**config.mk**
```make
export PLATFORM = sky130hd
export DESIGN_NAME = psb_bus_interface
export DESIGN_NICKNAME = d
export VERILOG_FILES = /design/src/psb_pkg.sv /design/src/psb_bus_interface.sv /design/src/psb_in_reg.sv /design/src/psb_parity.sv
export SDC_FILE = /design/constraint.sdc
export NUM_CORES = 1
export LEC_CHECK = 0
export ABC_CLOCK_PERIOD_IN_PS = 2700
export BUFFER_PORTS_ARGS = -buffer_cell sky130_fd_sc_hd__buf_2
export CAP_MARGIN = 20
export CORE_MARGIN = 10
export CORE_UTILIZATION = 47
export CTS_CLUSTER_DIAMETER = 40
export DETAILED_ROUTE_END_ITERATION = 10
export PLACE_DENSITY = 0.76
export SLEW_MARGIN = 15
export SYNTH_ARGS = -nofsm -noshare
export SYNTH_HDL_FRONTEND = slang
export SYNTH_HIERARCHICAL = 1
export SYNTH_SLANG_ARGS = --single-unit
```
**constraint.sdc**
```tcl
create_clock -name REF_CLK_IN -period 2.7 [get_ports REF_CLK_IN]
set_input_delay 0.27 -clock REF_CLK_IN [delete_from_list [all_inputs] [get_ports REF_CLK_IN]]
set_output_delay 0.27 -clock REF_CLK_IN [all_outputs]
set_load 0.005 [all_outputs]
```
**src/psb_pkg.sv**
```systemverilog
// Shared types and constants of the processor system bus interface.
// What this block does
// - Protocol select high enables this bus variant
// - 32-bit bus, 4-bit check, 9-bit command, parity
// - Address/data and command buses are bidirectional
// - Request is address cycle then data cycles
// - Only valid-strobed cycles count; command identifies content
// - Command bit 8: 0 address, 1 data
// - Master drives buses; slave means agent drives
// - Owner asserts its valid strobe for content
// - Read issues only if read-ready two cycles earlier
// - Write issues only if write-ready two cycles earlier
// - Repeat address cycle until issued; then data
// - Exactly one issue cycle per request
// - External request releases interface, even mid-issue
// - Interrupted request reissued after external request ends
// - All outputs come from output registers
// - All interface inputs captured in input registers
// - Stay master except arbitration or read self-release
// - Release strobe lasts exactly one cycle
// - Return to master when external request completes
// - Pending read makes processor release interface itself
package psb_pkg;

  // ==========================================================================
  // Bus field layout and encodings
  localparam int AD_W = 32;
  localparam int CHK_W = 4;
  localparam int CMD_W = 9;
  localparam int CMD_TYPE_BIT = 8;
  localparam int BEAT_W = 4;
  localparam logic CYCLE_ADDR = 1'b0;
  localparam logic CYCLE_DATA = 1'b1;
  // Parity sense is not settled; even parity until the system defines it.
  localparam logic PARITY_ODD = 1'b0;

  // ==========================================================================
  // Input register depths, handshake reset levels and beat counts
  localparam int IN_DEPTH = 1;
  localparam int RDY_LEAD_CYCLES = 2;
  localparam logic [2:0] HS_RESET = 3'h7;
  localparam logic [1:0] RDY_RESET = 2'h3;
  localparam logic [BEAT_W-1:0] BEAT_ONE = 4'h1;
  localparam logic [BEAT_W-1:0] BEAT_NONE = 4'h0;

  // ==========================================================================
  // Carriers
  typedef struct packed {
    logic command_parity;
    logic [CMD_W-1:0] command_bus;
    logic [CHK_W-1:0] addr_data_check_bus;
    logic [AD_W-1:0] addr_data_bus;
  } psb_cycle_t;

  typedef struct packed {
    logic write;
    logic [7:0] command;
    logic [AD_W-1:0] address;
    logic [BEAT_W-1:0] beats;
  } psb_req_t;

  typedef struct packed {
    logic [7:0] data_id;
    logic [AD_W-1:0] data;
  } psb_wdata_t;

  typedef enum logic [2:0] {
    ST_IDLE,
    ST_ISSUE,
    ST_WDATA,
    ST_RELEASE,
    ST_SLAVE,
    ST_RETURN
  } psb_state_t;

endpackage : psb_pkg

```
**src/psb_bus_interface.sv**
```systemverilog
// Processor-side system bus interface: issue, write data, arbitration, slave capture.
`timescale 1ns/1ps
module psb_bus_interface
  import psb_pkg::*;
(
  // Clock and reset
  input wire logic REF_CLK_IN,
  input wire logic RST_IN,
  // Protocol strap
  input wire logic PROTOCOL_SELECT_N_IN,
  // Shared bus pins, split into input, output and enable
  input wire psb_cycle_t BUS_IN,
  output psb_cycle_t BUS_OUT,
  output logic BUS_OE_N_OUT,
  // Handshake pins
  input wire logic READ_READY_N_IN,
  input wire logic WRITE_READY_N_IN,
  input wire logic EXTERNAL_REQUEST_N_IN,
  input wire logic AGENT_VALID_N_IN,
  output logic PROCESSOR_VALID_N_OUT,
  output logic RELEASE_N_OUT,
  // Core request path
  input wire logic CORE_REQ_VALID_IN,
  input wire psb_req_t CORE_REQ_IN,
  output logic CORE_REQ_TAKEN_OUT,
  output logic CORE_ISSUED_OUT,
  input wire logic CORE_WDATA_VALID_IN,
  input wire psb_wdata_t CORE_WDATA_IN,
  output logic CORE_WDATA_ACK_OUT,
  // Core receive path
  output logic CORE_RX_VALID_OUT,
  output psb_cycle_t CORE_RX_OUT,
  output logic CORE_RX_PAR_ERR_OUT,
  input wire logic CORE_EXT_DONE_IN,
  input wire logic CORE_READ_DONE_IN,
  // Status
  output logic CORE_MASTER_OUT,
  output logic CORE_READ_PENDING_OUT
);

  // ==========================================================================
  // Input registers
  // Every pin is registered before use so the whole interface runs register to register.
  psb_cycle_t bus_in_q;
  logic [2:0] hs_q;
  logic [1:0] rdy_lag_q;

  psb_in_reg #(.W($bits(psb_cycle_t)), .DEPTH(IN_DEPTH), .RESET_VAL('0)) u_in_bus (
    .clk_in(REF_CLK_IN),
    .rst_in(RST_IN),
    .d_in(BUS_IN),
    .q_out(bus_in_q)
  );

  psb_in_reg #(.W(3), .DEPTH(IN_DEPTH), .RESET_VAL(HS_RESET)) u_in_hs (
    .clk_in(REF_CLK_IN),
    .rst_in(RST_IN),
    .d_in({PROTOCOL_SELECT_N_IN, AGENT_VALID_N_IN, EXTERNAL_REQUEST_N_IN}),
    .q_out(hs_q)
  );

  // The second stage lets the issue check see the ready level from two cycles before.
  psb_in_reg #(.W(2), .DEPTH(RDY_LEAD_CYCLES), .RESET_VAL(RDY_RESET)) u_in_rdy (
    .clk_in(REF_CLK_IN),
    .rst_in(RST_IN),
    .d_in({WRITE_READY_N_IN, READ_READY_N_IN}),
    .q_out(rdy_lag_q)
  );

  // ==========================================================================
  // Decoded inputs
  wire proto_on = hs_q[2];
  wire ext_req = ~hs_q[0];
  wire agent_valid = ~hs_q[1];
  wire read_ready_lag2 = ~rdy_lag_q[0];
  wire write_ready_lag2 = ~rdy_lag_q[1];

  // ==========================================================================
  // State
  psb_state_t state_q;
  psb_state_t state_d;
  psb_req_t req_q;
  logic [BEAT_W-1:0] beats_q;
  logic read_pend_q;
  logic resume_q;

  // Output registers.
  psb_cycle_t bus_out_q;
  logic oe_n_q;
  logic valid_n_q;
  logic release_n_q;
  logic req_taken_q;
  logic issued_q;
  logic wack_q;
  logic rx_valid_q;
  psb_cycle_t rx_q;
  logic rx_par_err_q;
  logic master_q;

  // ==========================================================================
  // Issue qualification and request decisions
  wire issue_ok = req_q.write ? write_ready_lag2 : read_ready_lag2;
  wire in_idle = (state_q == ST_IDLE);
  wire in_issue = (state_q == ST_ISSUE);
  wire in_wdata = (state_q == ST_WDATA);
  wire in_slave = (state_q == ST_SLAVE);
  wire idle_release = in_idle && proto_on && (ext_req || read_pend_q);
  // New requests wait while a read is outstanding, so only one request is ever open.
  wire take_req = in_idle && proto_on && !ext_req && !read_pend_q && CORE_REQ_VALID_IN;
  // Only an address cycle that really stood on the pins can count. A protocol drop parks the
  // request instead of losing it: no cycle is shown or counted until the select returns.
  wire addr_shown = !valid_n_q;
  wire issue_done = in_issue && issue_ok && addr_shown;
  wire issue_abort = in_issue && !issue_ok && ext_req;
  wire read_issued = issue_done && !req_q.write;
  wire wbeat = in_wdata && CORE_WDATA_VALID_IN && !wack_q && proto_on;
  wire last_beat = wbeat && (beats_q == BEAT_ONE);
  wire slave_capture = in_slave && agent_valid;

  // ==========================================================================
  // Next state
  always_comb begin
    state_d = state_q;
    unique case (state_q)
      ST_IDLE: begin
        // An external request wins over a new core request, so the agent is never starved.
        if (idle_release) begin
          state_d = ST_RELEASE;
        end else if (take_req) begin
          state_d = ST_ISSUE;
        end
      end
      ST_ISSUE: begin
        if (issue_done) begin
          if (!req_q.write) begin
            state_d = ST_RELEASE;
          end else if (req_q.beats != BEAT_NONE) begin
            state_d = ST_WDATA;
          end else begin
            state_d = ST_IDLE;
          end
        end else if (issue_abort) begin
          state_d = ST_RELEASE;
        end
      end
      ST_WDATA: begin
        if (last_beat) begin
          state_d = ST_IDLE;
        end
      end
      ST_RELEASE: begin
        state_d = ST_SLAVE;
      end
      ST_SLAVE: begin
        if (CORE_EXT_DONE_IN) begin
          state_d = ST_RETURN;
        end
      end
      ST_RETURN: begin
        // One idle cycle lets the agent's drivers turn off before ours come on.
        if (resume_q) begin
          state_d = ST_ISSUE;
        end else begin
          state_d = ST_IDLE;
        end
      end
      default: begin
        state_d = ST_IDLE;
      end
    endcase
  end

  // ==========================================================================
  // Next bus contents
  // The address is repeated in every cycle of the issue state, not only the first.
  wire drive_addr = (state_d == ST_ISSUE);
  wire master_d = (state_d == ST_IDLE) || (state_d == ST_ISSUE) || (state_d == ST_WDATA);
  wire oe_n_d = !(master_d && proto_on);
  wire valid_n_d = !((drive_addr || wbeat) && proto_on);
  wire release_n_d = !(state_d == ST_RELEASE);
  wire [AD_W-1:0] addr_src = take_req ? CORE_REQ_IN.address : req_q.address;
  wire [7:0] cmd_src = take_req ? CORE_REQ_IN.command : req_q.command;
  wire [CMD_W-1:0] cmd_next = drive_addr ? {CYCLE_ADDR, cmd_src} :
                              wbeat ? {CYCLE_DATA, CORE_WDATA_IN.data_id} : bus_out_q.command_bus;
  wire [AD_W-1:0] ad_next = drive_addr ? addr_src :
                            wbeat ? CORE_WDATA_IN.data : bus_out_q.addr_data_bus;
  wire [CHK_W-1:0] chk_next;
  wire cmd_par_next;

  // ==========================================================================
  // Parity generation and checking
  wire [CHK_W-1:0] rx_chk_calc;
  wire rx_cmd_par_calc;

  // Outgoing parity is worked from the next bus value, so it leaves in the same register as the data.
  genvar g;
  generate
    for (g = 0; g < CHK_W; g++) begin : g_byte_par
      psb_parity #(.W(8), .ODD(PARITY_ODD)) u_tx_chk (
        .data_in(ad_next[g*8 +: 8]),
        .par_out(chk_next[g])
      );
      psb_parity #(.W(8), .ODD(PARITY_ODD)) u_rx_chk (
        .data_in(bus_in_q.addr_data_bus[g*8 +: 8]),
        .par_out(rx_chk_calc[g])
      );
    end
  endgenerate

  psb_parity #(.W(CMD_W), .ODD(PARITY_ODD)) u_tx_cmd_par (
    .data_in(cmd_next),
    .par_out(cmd_par_next)
  );

  psb_parity #(.W(CMD_W), .ODD(PARITY_ODD)) u_rx_cmd_par (
    .data_in(bus_in_q.command_bus),
    .par_out(rx_cmd_par_calc)
  );

  wire rx_par_bad = (rx_chk_calc != bus_in_q.addr_data_check_bus) ||
                    (rx_cmd_par_calc != bus_in_q.command_parity);

  // ==========================================================================
  // Control registers
  always_ff @(posedge REF_CLK_IN) begin
    if (RST_IN) begin
      state_q <= ST_IDLE;
      req_q <= '0;
      beats_q <= BEAT_NONE;
      resume_q <= 1'b0;
    end else begin
      state_q <= state_d;
      if (take_req) begin
        req_q <= CORE_REQ_IN;
      end
      if (issue_done) begin
        beats_q <= req_q.beats;
      end else if (wbeat) begin
        beats_q <= beats_q - BEAT_ONE;
      end
      // A request parked by an external request comes back once the slave episode ends.
      if (issue_abort) begin
        resume_q <= 1'b1;
      end else if (state_d == ST_ISSUE) begin
        resume_q <= 1'b0;
      end
    end
  end

  // A read issued in the same cycle as the core's done wins, so no issue is lost.
  always_ff @(posedge REF_CLK_IN) begin
    if (RST_IN) begin
      read_pend_q <= 1'b0;
    end else if (read_issued) begin
      read_pend_q <= 1'b1;
    end else if (CORE_READ_DONE_IN) begin
      read_pend_q <= 1'b0;
    end
  end

  // ==========================================================================
  // Output registers
  // Reset values keep the pins released and the strobes idle until the state machine runs.
  psb_cycle_t bus_out_d;

  assign bus_out_d = '{command_parity: cmd_par_next, command_bus: cmd_next,
                       addr_data_check_bus: chk_next, addr_data_bus: ad_next};

  always_ff @(posedge REF_CLK_IN) begin
    if (RST_IN) begin
      bus_out_q <= '0;
    end else begin
      bus_out_q <= bus_out_d;
    end
  end

  always_ff @(posedge REF_CLK_IN) begin
    if (RST_IN) begin
      oe_n_q <= 1'b1;
      valid_n_q <= 1'b1;
      release_n_q <= 1'b1;
    end else begin
      oe_n_q <= oe_n_d;
      valid_n_q <= valid_n_d;
      release_n_q <= release_n_d;
    end
  end

  always_ff @(posedge REF_CLK_IN) begin
    if (RST_IN) begin
      master_q <= 1'b0;
    end else begin
      master_q <= master_d;
    end
  end

  always_ff @(posedge REF_CLK_IN) begin
    if (RST_IN) begin
      req_taken_q <= 1'b0;
      issued_q <= 1'b0;
      wack_q <= 1'b0;
    end else begin
      req_taken_q <= take_req;
      issued_q <= issue_done;
      wack_q <= wbeat;
    end
  end

  // Cycles are only reported in slave state, where the agent owns the bus.
  wire rx_valid_d = slave_capture;
  wire rx_par_err_d = slave_capture && rx_par_bad;

  always_ff @(posedge REF_CLK_IN) begin
    if (RST_IN) begin
      rx_valid_q <= 1'b0;
      rx_q <= '0;
      rx_par_err_q <= 1'b0;
    end else begin
      rx_valid_q <= rx_valid_d;
      if (slave_capture) begin
        rx_q <= bus_in_q;
      end
      rx_par_err_q <= rx_par_err_d;
    end
  end

  // ==========================================================================
  // Port drive
  assign BUS_OUT = bus_out_q;
  assign BUS_OE_N_OUT = oe_n_q;
  assign PROCESSOR_VALID_N_OUT = valid_n_q;
  assign RELEASE_N_OUT = release_n_q;
  assign CORE_REQ_TAKEN_OUT = req_taken_q;
  assign CORE_ISSUED_OUT = issued_q;
  assign CORE_WDATA_ACK_OUT = wack_q;
  assign CORE_RX_VALID_OUT = rx_valid_q;
  assign CORE_RX_OUT = rx_q;
  assign CORE_RX_PAR_ERR_OUT = rx_par_err_q;
  assign CORE_MASTER_OUT = master_q;
  assign CORE_READ_PENDING_OUT = read_pend_q;

endmodule : psb_bus_interface

```
**src/psb_in_reg.sv**
```systemverilog
// Input register pipeline of configurable width and depth.
`timescale 1ns/1ps
module psb_in_reg #(
  parameter int W = 1,
  parameter int DEPTH = 1,
  parameter logic [W-1:0] RESET_VAL = '0
) (
  input wire logic clk_in,
  input wire logic rst_in,
  input wire logic [W-1:0] d_in,
  output logic [W-1:0] q_out
);

  logic [DEPTH-1:0][W-1:0] stage_q;

  always_ff @(posedge clk_in) begin
    if (rst_in) begin
      stage_q <= {DEPTH{RESET_VAL}};
    end else begin
      stage_q[0] <= d_in;
      for (int i = 1; i < DEPTH; i++) begin
        stage_q[i] <= stage_q[i-1];
      end
    end
  end

  assign q_out = stage_q[DEPTH-1];

endmodule : psb_in_reg

```
**src/psb_parity.sv**
```systemverilog
// Parity over one parameterised field.
`timescale 1ns/1ps
module psb_parity #(
  parameter int W = 8,
  parameter logic ODD = 1'b0
) (
  input wire logic [W-1:0] data_in,
  output logic par_out
);

  assign par_out = (^data_in) ^ ODD;

endmodule : psb_parity

```
=== Yosys cells after proc, flatten, opt, wreduce, memory -nomap -nowiden ===
Cells that the tools add are included.

* Register bits: 208
* Output and inout port bits: 102
* Word-level logic and storage cells: 115

* Bitwise gates (word level): 4
* Eq/ne operators: 11
* $add $sub $neg: 1
* Reduce and logical (&&, ||, !) cells: 47
* Mux-type cells: 23

{| class="wikitable"
|+ Operator list
! kind !! count
|-
| 32-bit two-way mux || 3
|-
| 8-bit parity || 8
|-
| 1-bit logical AND || 18
|-
| 3-bit two-way mux || 6
|-
| 9-bit two-way mux || 2
|-
| 3-bit case mux with 6 select lines || 1
|-
| 9-bit parity || 2
|-
| 3-bit by 2-bit == test with 1-bit output (second input constant) || 4
|-
| 1-bit zero test || 8
|-
| 4-bit two-way mux || 2
|-
| 8-bit two-way mux || 1
|-
| 3-bit by 1-bit == test with 1-bit output (second input constant) || 2
|-
| 3-bit == test (second input constant) || 2
|-
| 3-bit zero test || 2
|-
| 1-bit two-way mux || 6
|-
| 2-bit nonzero test || 3
|-
| 1-bit logical OR || 5
|-
| 4-bit by 1-bit == test with 1-bit output (second input constant) || 1
|-
| 2-bit two-way mux || 2
|-
| 4-bit != test || 1
|-
| 1-bit NOT || 4
|-
| 4-bit nonzero test || 1
|-
| 4-bit by 1-bit subtractor with 4-bit output (second input constant) || 1
|-
| 1-bit != test || 1
|}

=== Depth between registers and ports, before layout ===
* Word-level depth: 13
* Depth in mapped cells: 12

=== By module ===
Netlist, hierarchy kept.

{| class="wikitable"
|+ By module, submodules not included
! module !! cells an instance !! times used !! sequential area each (um^2) !! area an instance (um^2)
|-
| psb_bus_interface || 680 || 1 || 3103.0 || 6648.9
|-
| psb_in_reg at u_in_bus || 96 || 1 || 920.9 || 1229.9
|-
| psb_parity at g_byte_par[0].u_rx_chk ... || 7 || 8 || 0.0 || 61.3
|-
| psb_parity at u_rx_cmd_par ... || 7 || 2 || 0.0 || 82.6
|-
| psb_in_reg at u_in_rdy || 10 || 1 || 80.1 || 120.1
|-
| psb_in_reg at u_in_hs || 6 || 1 || 60.1 || 78.8
|}

=== Worst setup path before layout ===
Ideal clock, no wire load.

* Path kind: reg-to-reg
* Start point: register state_q[1]
* End point: register bus_out_q (netlist bit BUS_OUT[45])
* Period minus slack after synthesis: 2.721 ns
* Cell stages (with the launch flop): 13
* Arrival: 2.593 ns
* Path buffers: 3
* Path slack: -0.021 ns
* Cell sequence: dfxtp_1 -> buf_2 -> or3b_2 -> a41oi_1 -> a211oi_2 -> nand2_2 -> buf_6 -> buf_4 -> mux2i_1 -> xnor2_2 -> xnor3_1 -> xnor2_1 -> nor2b_1

{| class="wikitable"
|+ RTL lines
! item !! line !! text
|-
| start: declaration || psb_bus_interface.sv:80 || <nowiki>psb_state_t state_q;</nowiki>
|-
| start signal: assignment || psb_bus_interface.sv:232 || <nowiki>state_q <= state_d;</nowiki>
|-
| end signal: assignment || psb_bus_interface.sv:273 || <nowiki>bus_out_q <= bus_out_d;</nowiki>
|-
| end: declaration || psb_bus_interface.sv:88 || <nowiki>psb_cycle_t bus_out_q;</nowiki>
|}

==> impl_metrics.tcl <==
set metrics [dict create \
    status "finished clean" \
    grt_pass1_vias 7439 \
    layout_min_cycle_time_ns 2.65 \
    setup_viol 0 \
    rr_worst_depth 10 \
    drtIter0Drc 406 \
    slowest_delay_ns 0.43 \
    clock_sinks 208 \
    routed_wl_um 25500 \
    worstSetupPathType "flip-flop to flip-flop" \
    p_leak_nw 5.77 \
    max_clock_freq_ghz 0.377 \
    maxSlewViolCount 0 \
    required_ns 3.13 \
    dp_slack_ns -0.0173 \
    worstMarginPinSlew_ns 0.620 \
    hold_start "CORE_REQ_IN[11]" \
    clockRootBuffer "clkbuf_16" \
    cts_buffer_depth 3 \
    grt_pass1_wl_um 38400 \
    die-area_mm2 0.0244 \
    core-area_mm2 0.0181 \
    drcViolationCount 0 \
    nFillCells 1297 \
    worst_setup_path_start_kind "flip-flop" \
    gp_congestion 0.815 \
    synth_nets 1006 \
    area_delta_synth_final_pct 40.9 \
    yosysTopAreaCell "dfxtp_1" \
    grtUsageTotal 0.191 \
    cts_tree "yes" \
    syn_inst 862 \
    layout_commonest_cell "buf_2" \
    stdcell_area_mm2 0.0123 \
    place_inst 1307 \
    critical_path.endpoint_type "flip-flop" \
    hold_path_end "req_q[11]" \
    h-tree-depth 1 \
    synth_edf_count 0 \
    rrSetupSlack_ns 0.05 \
    ys.flop_type "dfxtp_1" \
    finalNonFillerCells 1450 \
    synth_area_mm2 0.00873 \
    drt.antenna.violating_nets 0 \
    synth_seq_area_share 0.477 \
    r2r-end "BUS_OUT[45]" \
    avgSynthCellArea_um2 10.1 \
    crit_top_cell "xnor2_1" \
    place_area_mm2 0.0102 \
    gr-total-overflow 0 \
    grt_max_degree 95 \
    hold_path.class "primary input to flip-flop" \
    io_pins 244 \
    vias 7227 \
    drv_cap 0 \
    hold_viol 0 \
    final_layout_size_suffix_gt1_frac 0.353 \
    die_h_um 156 \
    path_buf_inv 1 \
    r2r_start "state_q[0]" \
    fp-row-count 49 \
    die_w_um 156 \
    synth_seq_cells 208 \
    arrival_ns 3.08 \
    first_pass_iters 5 \
    numCtsBuffers 29 \
    antenna_found_initial 1 \
    io_buffers 243 \
    async_flop_share 0 \
    worstSkewPairLatency_ns 0.54 \
    setup_tns_ns 0 \
    powerDensity_mw_per_mm2 765 \
    cp-startpoint "state_q[0]" \
    finalCritPeriodShare 0.982 \
    crit_family "simple AND/OR/NAND/NOR gates" \
    utilization 0.678 \
    wl_per_cell_um 17.6 \
    crit_fanout 8 \
    cp_slowest_cell "xnor3_1" \
    finClkSkew_ns 0.0195 \
    rsz0062_at_grt "true" \
    vias_per_cell 4.98 \
    synth.area.top_cells "dfxtp_1 (48%), mux2i_1 (15%), xnor2_1 (5.8%)" \
    crit_chain "or3b_4 -> or2_4 -> o211ai_4 -> nand2_8 -> clkbuf_16 -> o21a_1 -> xnor2_1 -> xnor3_1 -> xnor2_1 -> nor2b_1" \
    fin_nets 1341 \
    vdd_drop_max_mv 0.492 \
    final_cell_mix "buf_2 (242), dfxtp_1 (204), mux2i_1 (110)" \
    max-slew-margin-rel 0.587 \
    synth_top_area_frac 0.477 \
    yosys_warnings 6 \
    synth_cell_types 49 \
    postLayoutSetupSlackWorst_ns 0.0482 \
    hpwl_um 16400 \
    start_util 0.481 \
    hold_path_depth 3 \
    clkTransAtPathRegs_ns 0.06 \
]
==> synth_stat cells, types with 3 or more instances <==
cell and instances:
a21oi_1 50, buf_1 7, buf_2 11, buf_4 7, buf_6 8, clkbuf_1 20, dfxtp_1 208, inv_1 6
mux2_1 3, mux2_2 10, mux2_4 27, mux2i_1 127, nand2_1 96, nand2b_1 3, nand3_1 3, nor2_1 96
nor2_2 4, nor2b_1 52, nor3_1 4, nor3b_1 3, nor4_1 4, or2_1 8, xnor2_1 58, xor2_1 13
==> metrics by stage <==
step / power (mW) / hold WS, ns
5_1_grt: 9.76 / 0.0587
3_3_place_gp: 5.10 / 0.385
2_1_floorplan: 4.70 / 0.342
4_1_cts: 9.16 / 0.0335
3_5_place_dp: 5.13 / 0.394
6_report: 9.41 / 0.0455
==> sequential cells by signal (all words and copies together), names as in the netlist, 2 cells and up <==
signal            flops
beats_q               4
req_q                45
u_in_rdy/stage_q      2
state_q               3
BUS_OUT              46
u_in_hs/q_out         3
CORE_RX_OUT          46
u_in_rdy/q_out        2
u_in_bus/q_out       46
==> cell type report <==
type | count | area, um^2 | area share
Clock inverter | 19 | 238 | 0.0193
Inverter | 6 | 22.5 | 0.00183
Tap cell | 229 | 287 | 0.0233
Timing Repair Buffer | 356 | 2370 | 0.192
Clock buffer | 35 | 778 | 0.0633
Multi-Input combinational cell | 596 | 4430 | 0.360
Antenna cell | 1 | 2.50 | 0.000203
Sequential cell | 208 | 4170 | 0.339
==> worst max-delay path by stage <==
stage,cells past startpoint,to
after floorplan,12,BUS_OUT[45]
after detailed placement,10,BUS_OUT[34]
after CTS,10,BUS_OUT[33]
after global routing,10,BUS_OUT[45]
final,10,BUS_OUT[45]
after global placement,10,BUS_OUT[33]
==> report_power, final <==
| group | leakage (nW) | total (mW) | internal [mW] | switching (mW) |
|---|---|---|---|---|
| Combinational | 3.58 | 2.12 | 1.17 | 0.949 |
| Clock | 0.494 | 3.91 | 2.46 | 1.45 |
| Sequential | 1.70 | 3.38 | 3.27 | 0.108 |
==> worst register-to-register path: stages (launching register included) <==
cell,delay [ns]
dfxtp_4,0.38
or3b_4,0.42
or2_4,0.27
o211ai_4,0.15
nand2_8,0.12
clkbuf_16,0.19
o21a_1,0.12
xnor2_1,0.20
xnor3_1,0.43
xnor2_1,0.13
nor2b_1,0.13
==> cell families after synthesis <==
| kind of cell | after synthesis | share of synthesized area |
|---|---|---|
| adder cells (fa/ha/maj) | 2 | 0.00286 |
| XOR/XNOR | 75 | 0.0801 |
| flip-flops | 208 | 0.477 |
| AO/OA/AOI/OAI | 67 | 0.0454 |
| buffers and inverters | 59 | 0.0368 |
| multiplexers | 167 | 0.209 |
| AND/OR/NAND/NOR | 284 | 0.149 |
==> per-layer routing <==
| layer | track usage | up-vias | share of wire |
|---|---|---|---|
| li1 | - | 3529 | - |
| met1 | 0.225 | 3411 | 0.40 |
| met2 | 0.331 | 242 | 0.50 |
| met3 | 0.0502 | 45 | 0.072 |
| met4 | 0.0629 | 0 | 0.024 |
| met5 | 0 | - | 0 |
==> timing repair <==
item,CTS,global route
pin swaps,1,7
hold buffers,56,0
gates cloned,1,2
setup endpoints to repair,5,5
buffers inserted,2,28
hold endpoints to repair,56,0
resized for setup,5,40
No activity file was read; power rests on OpenSTA's default activity.
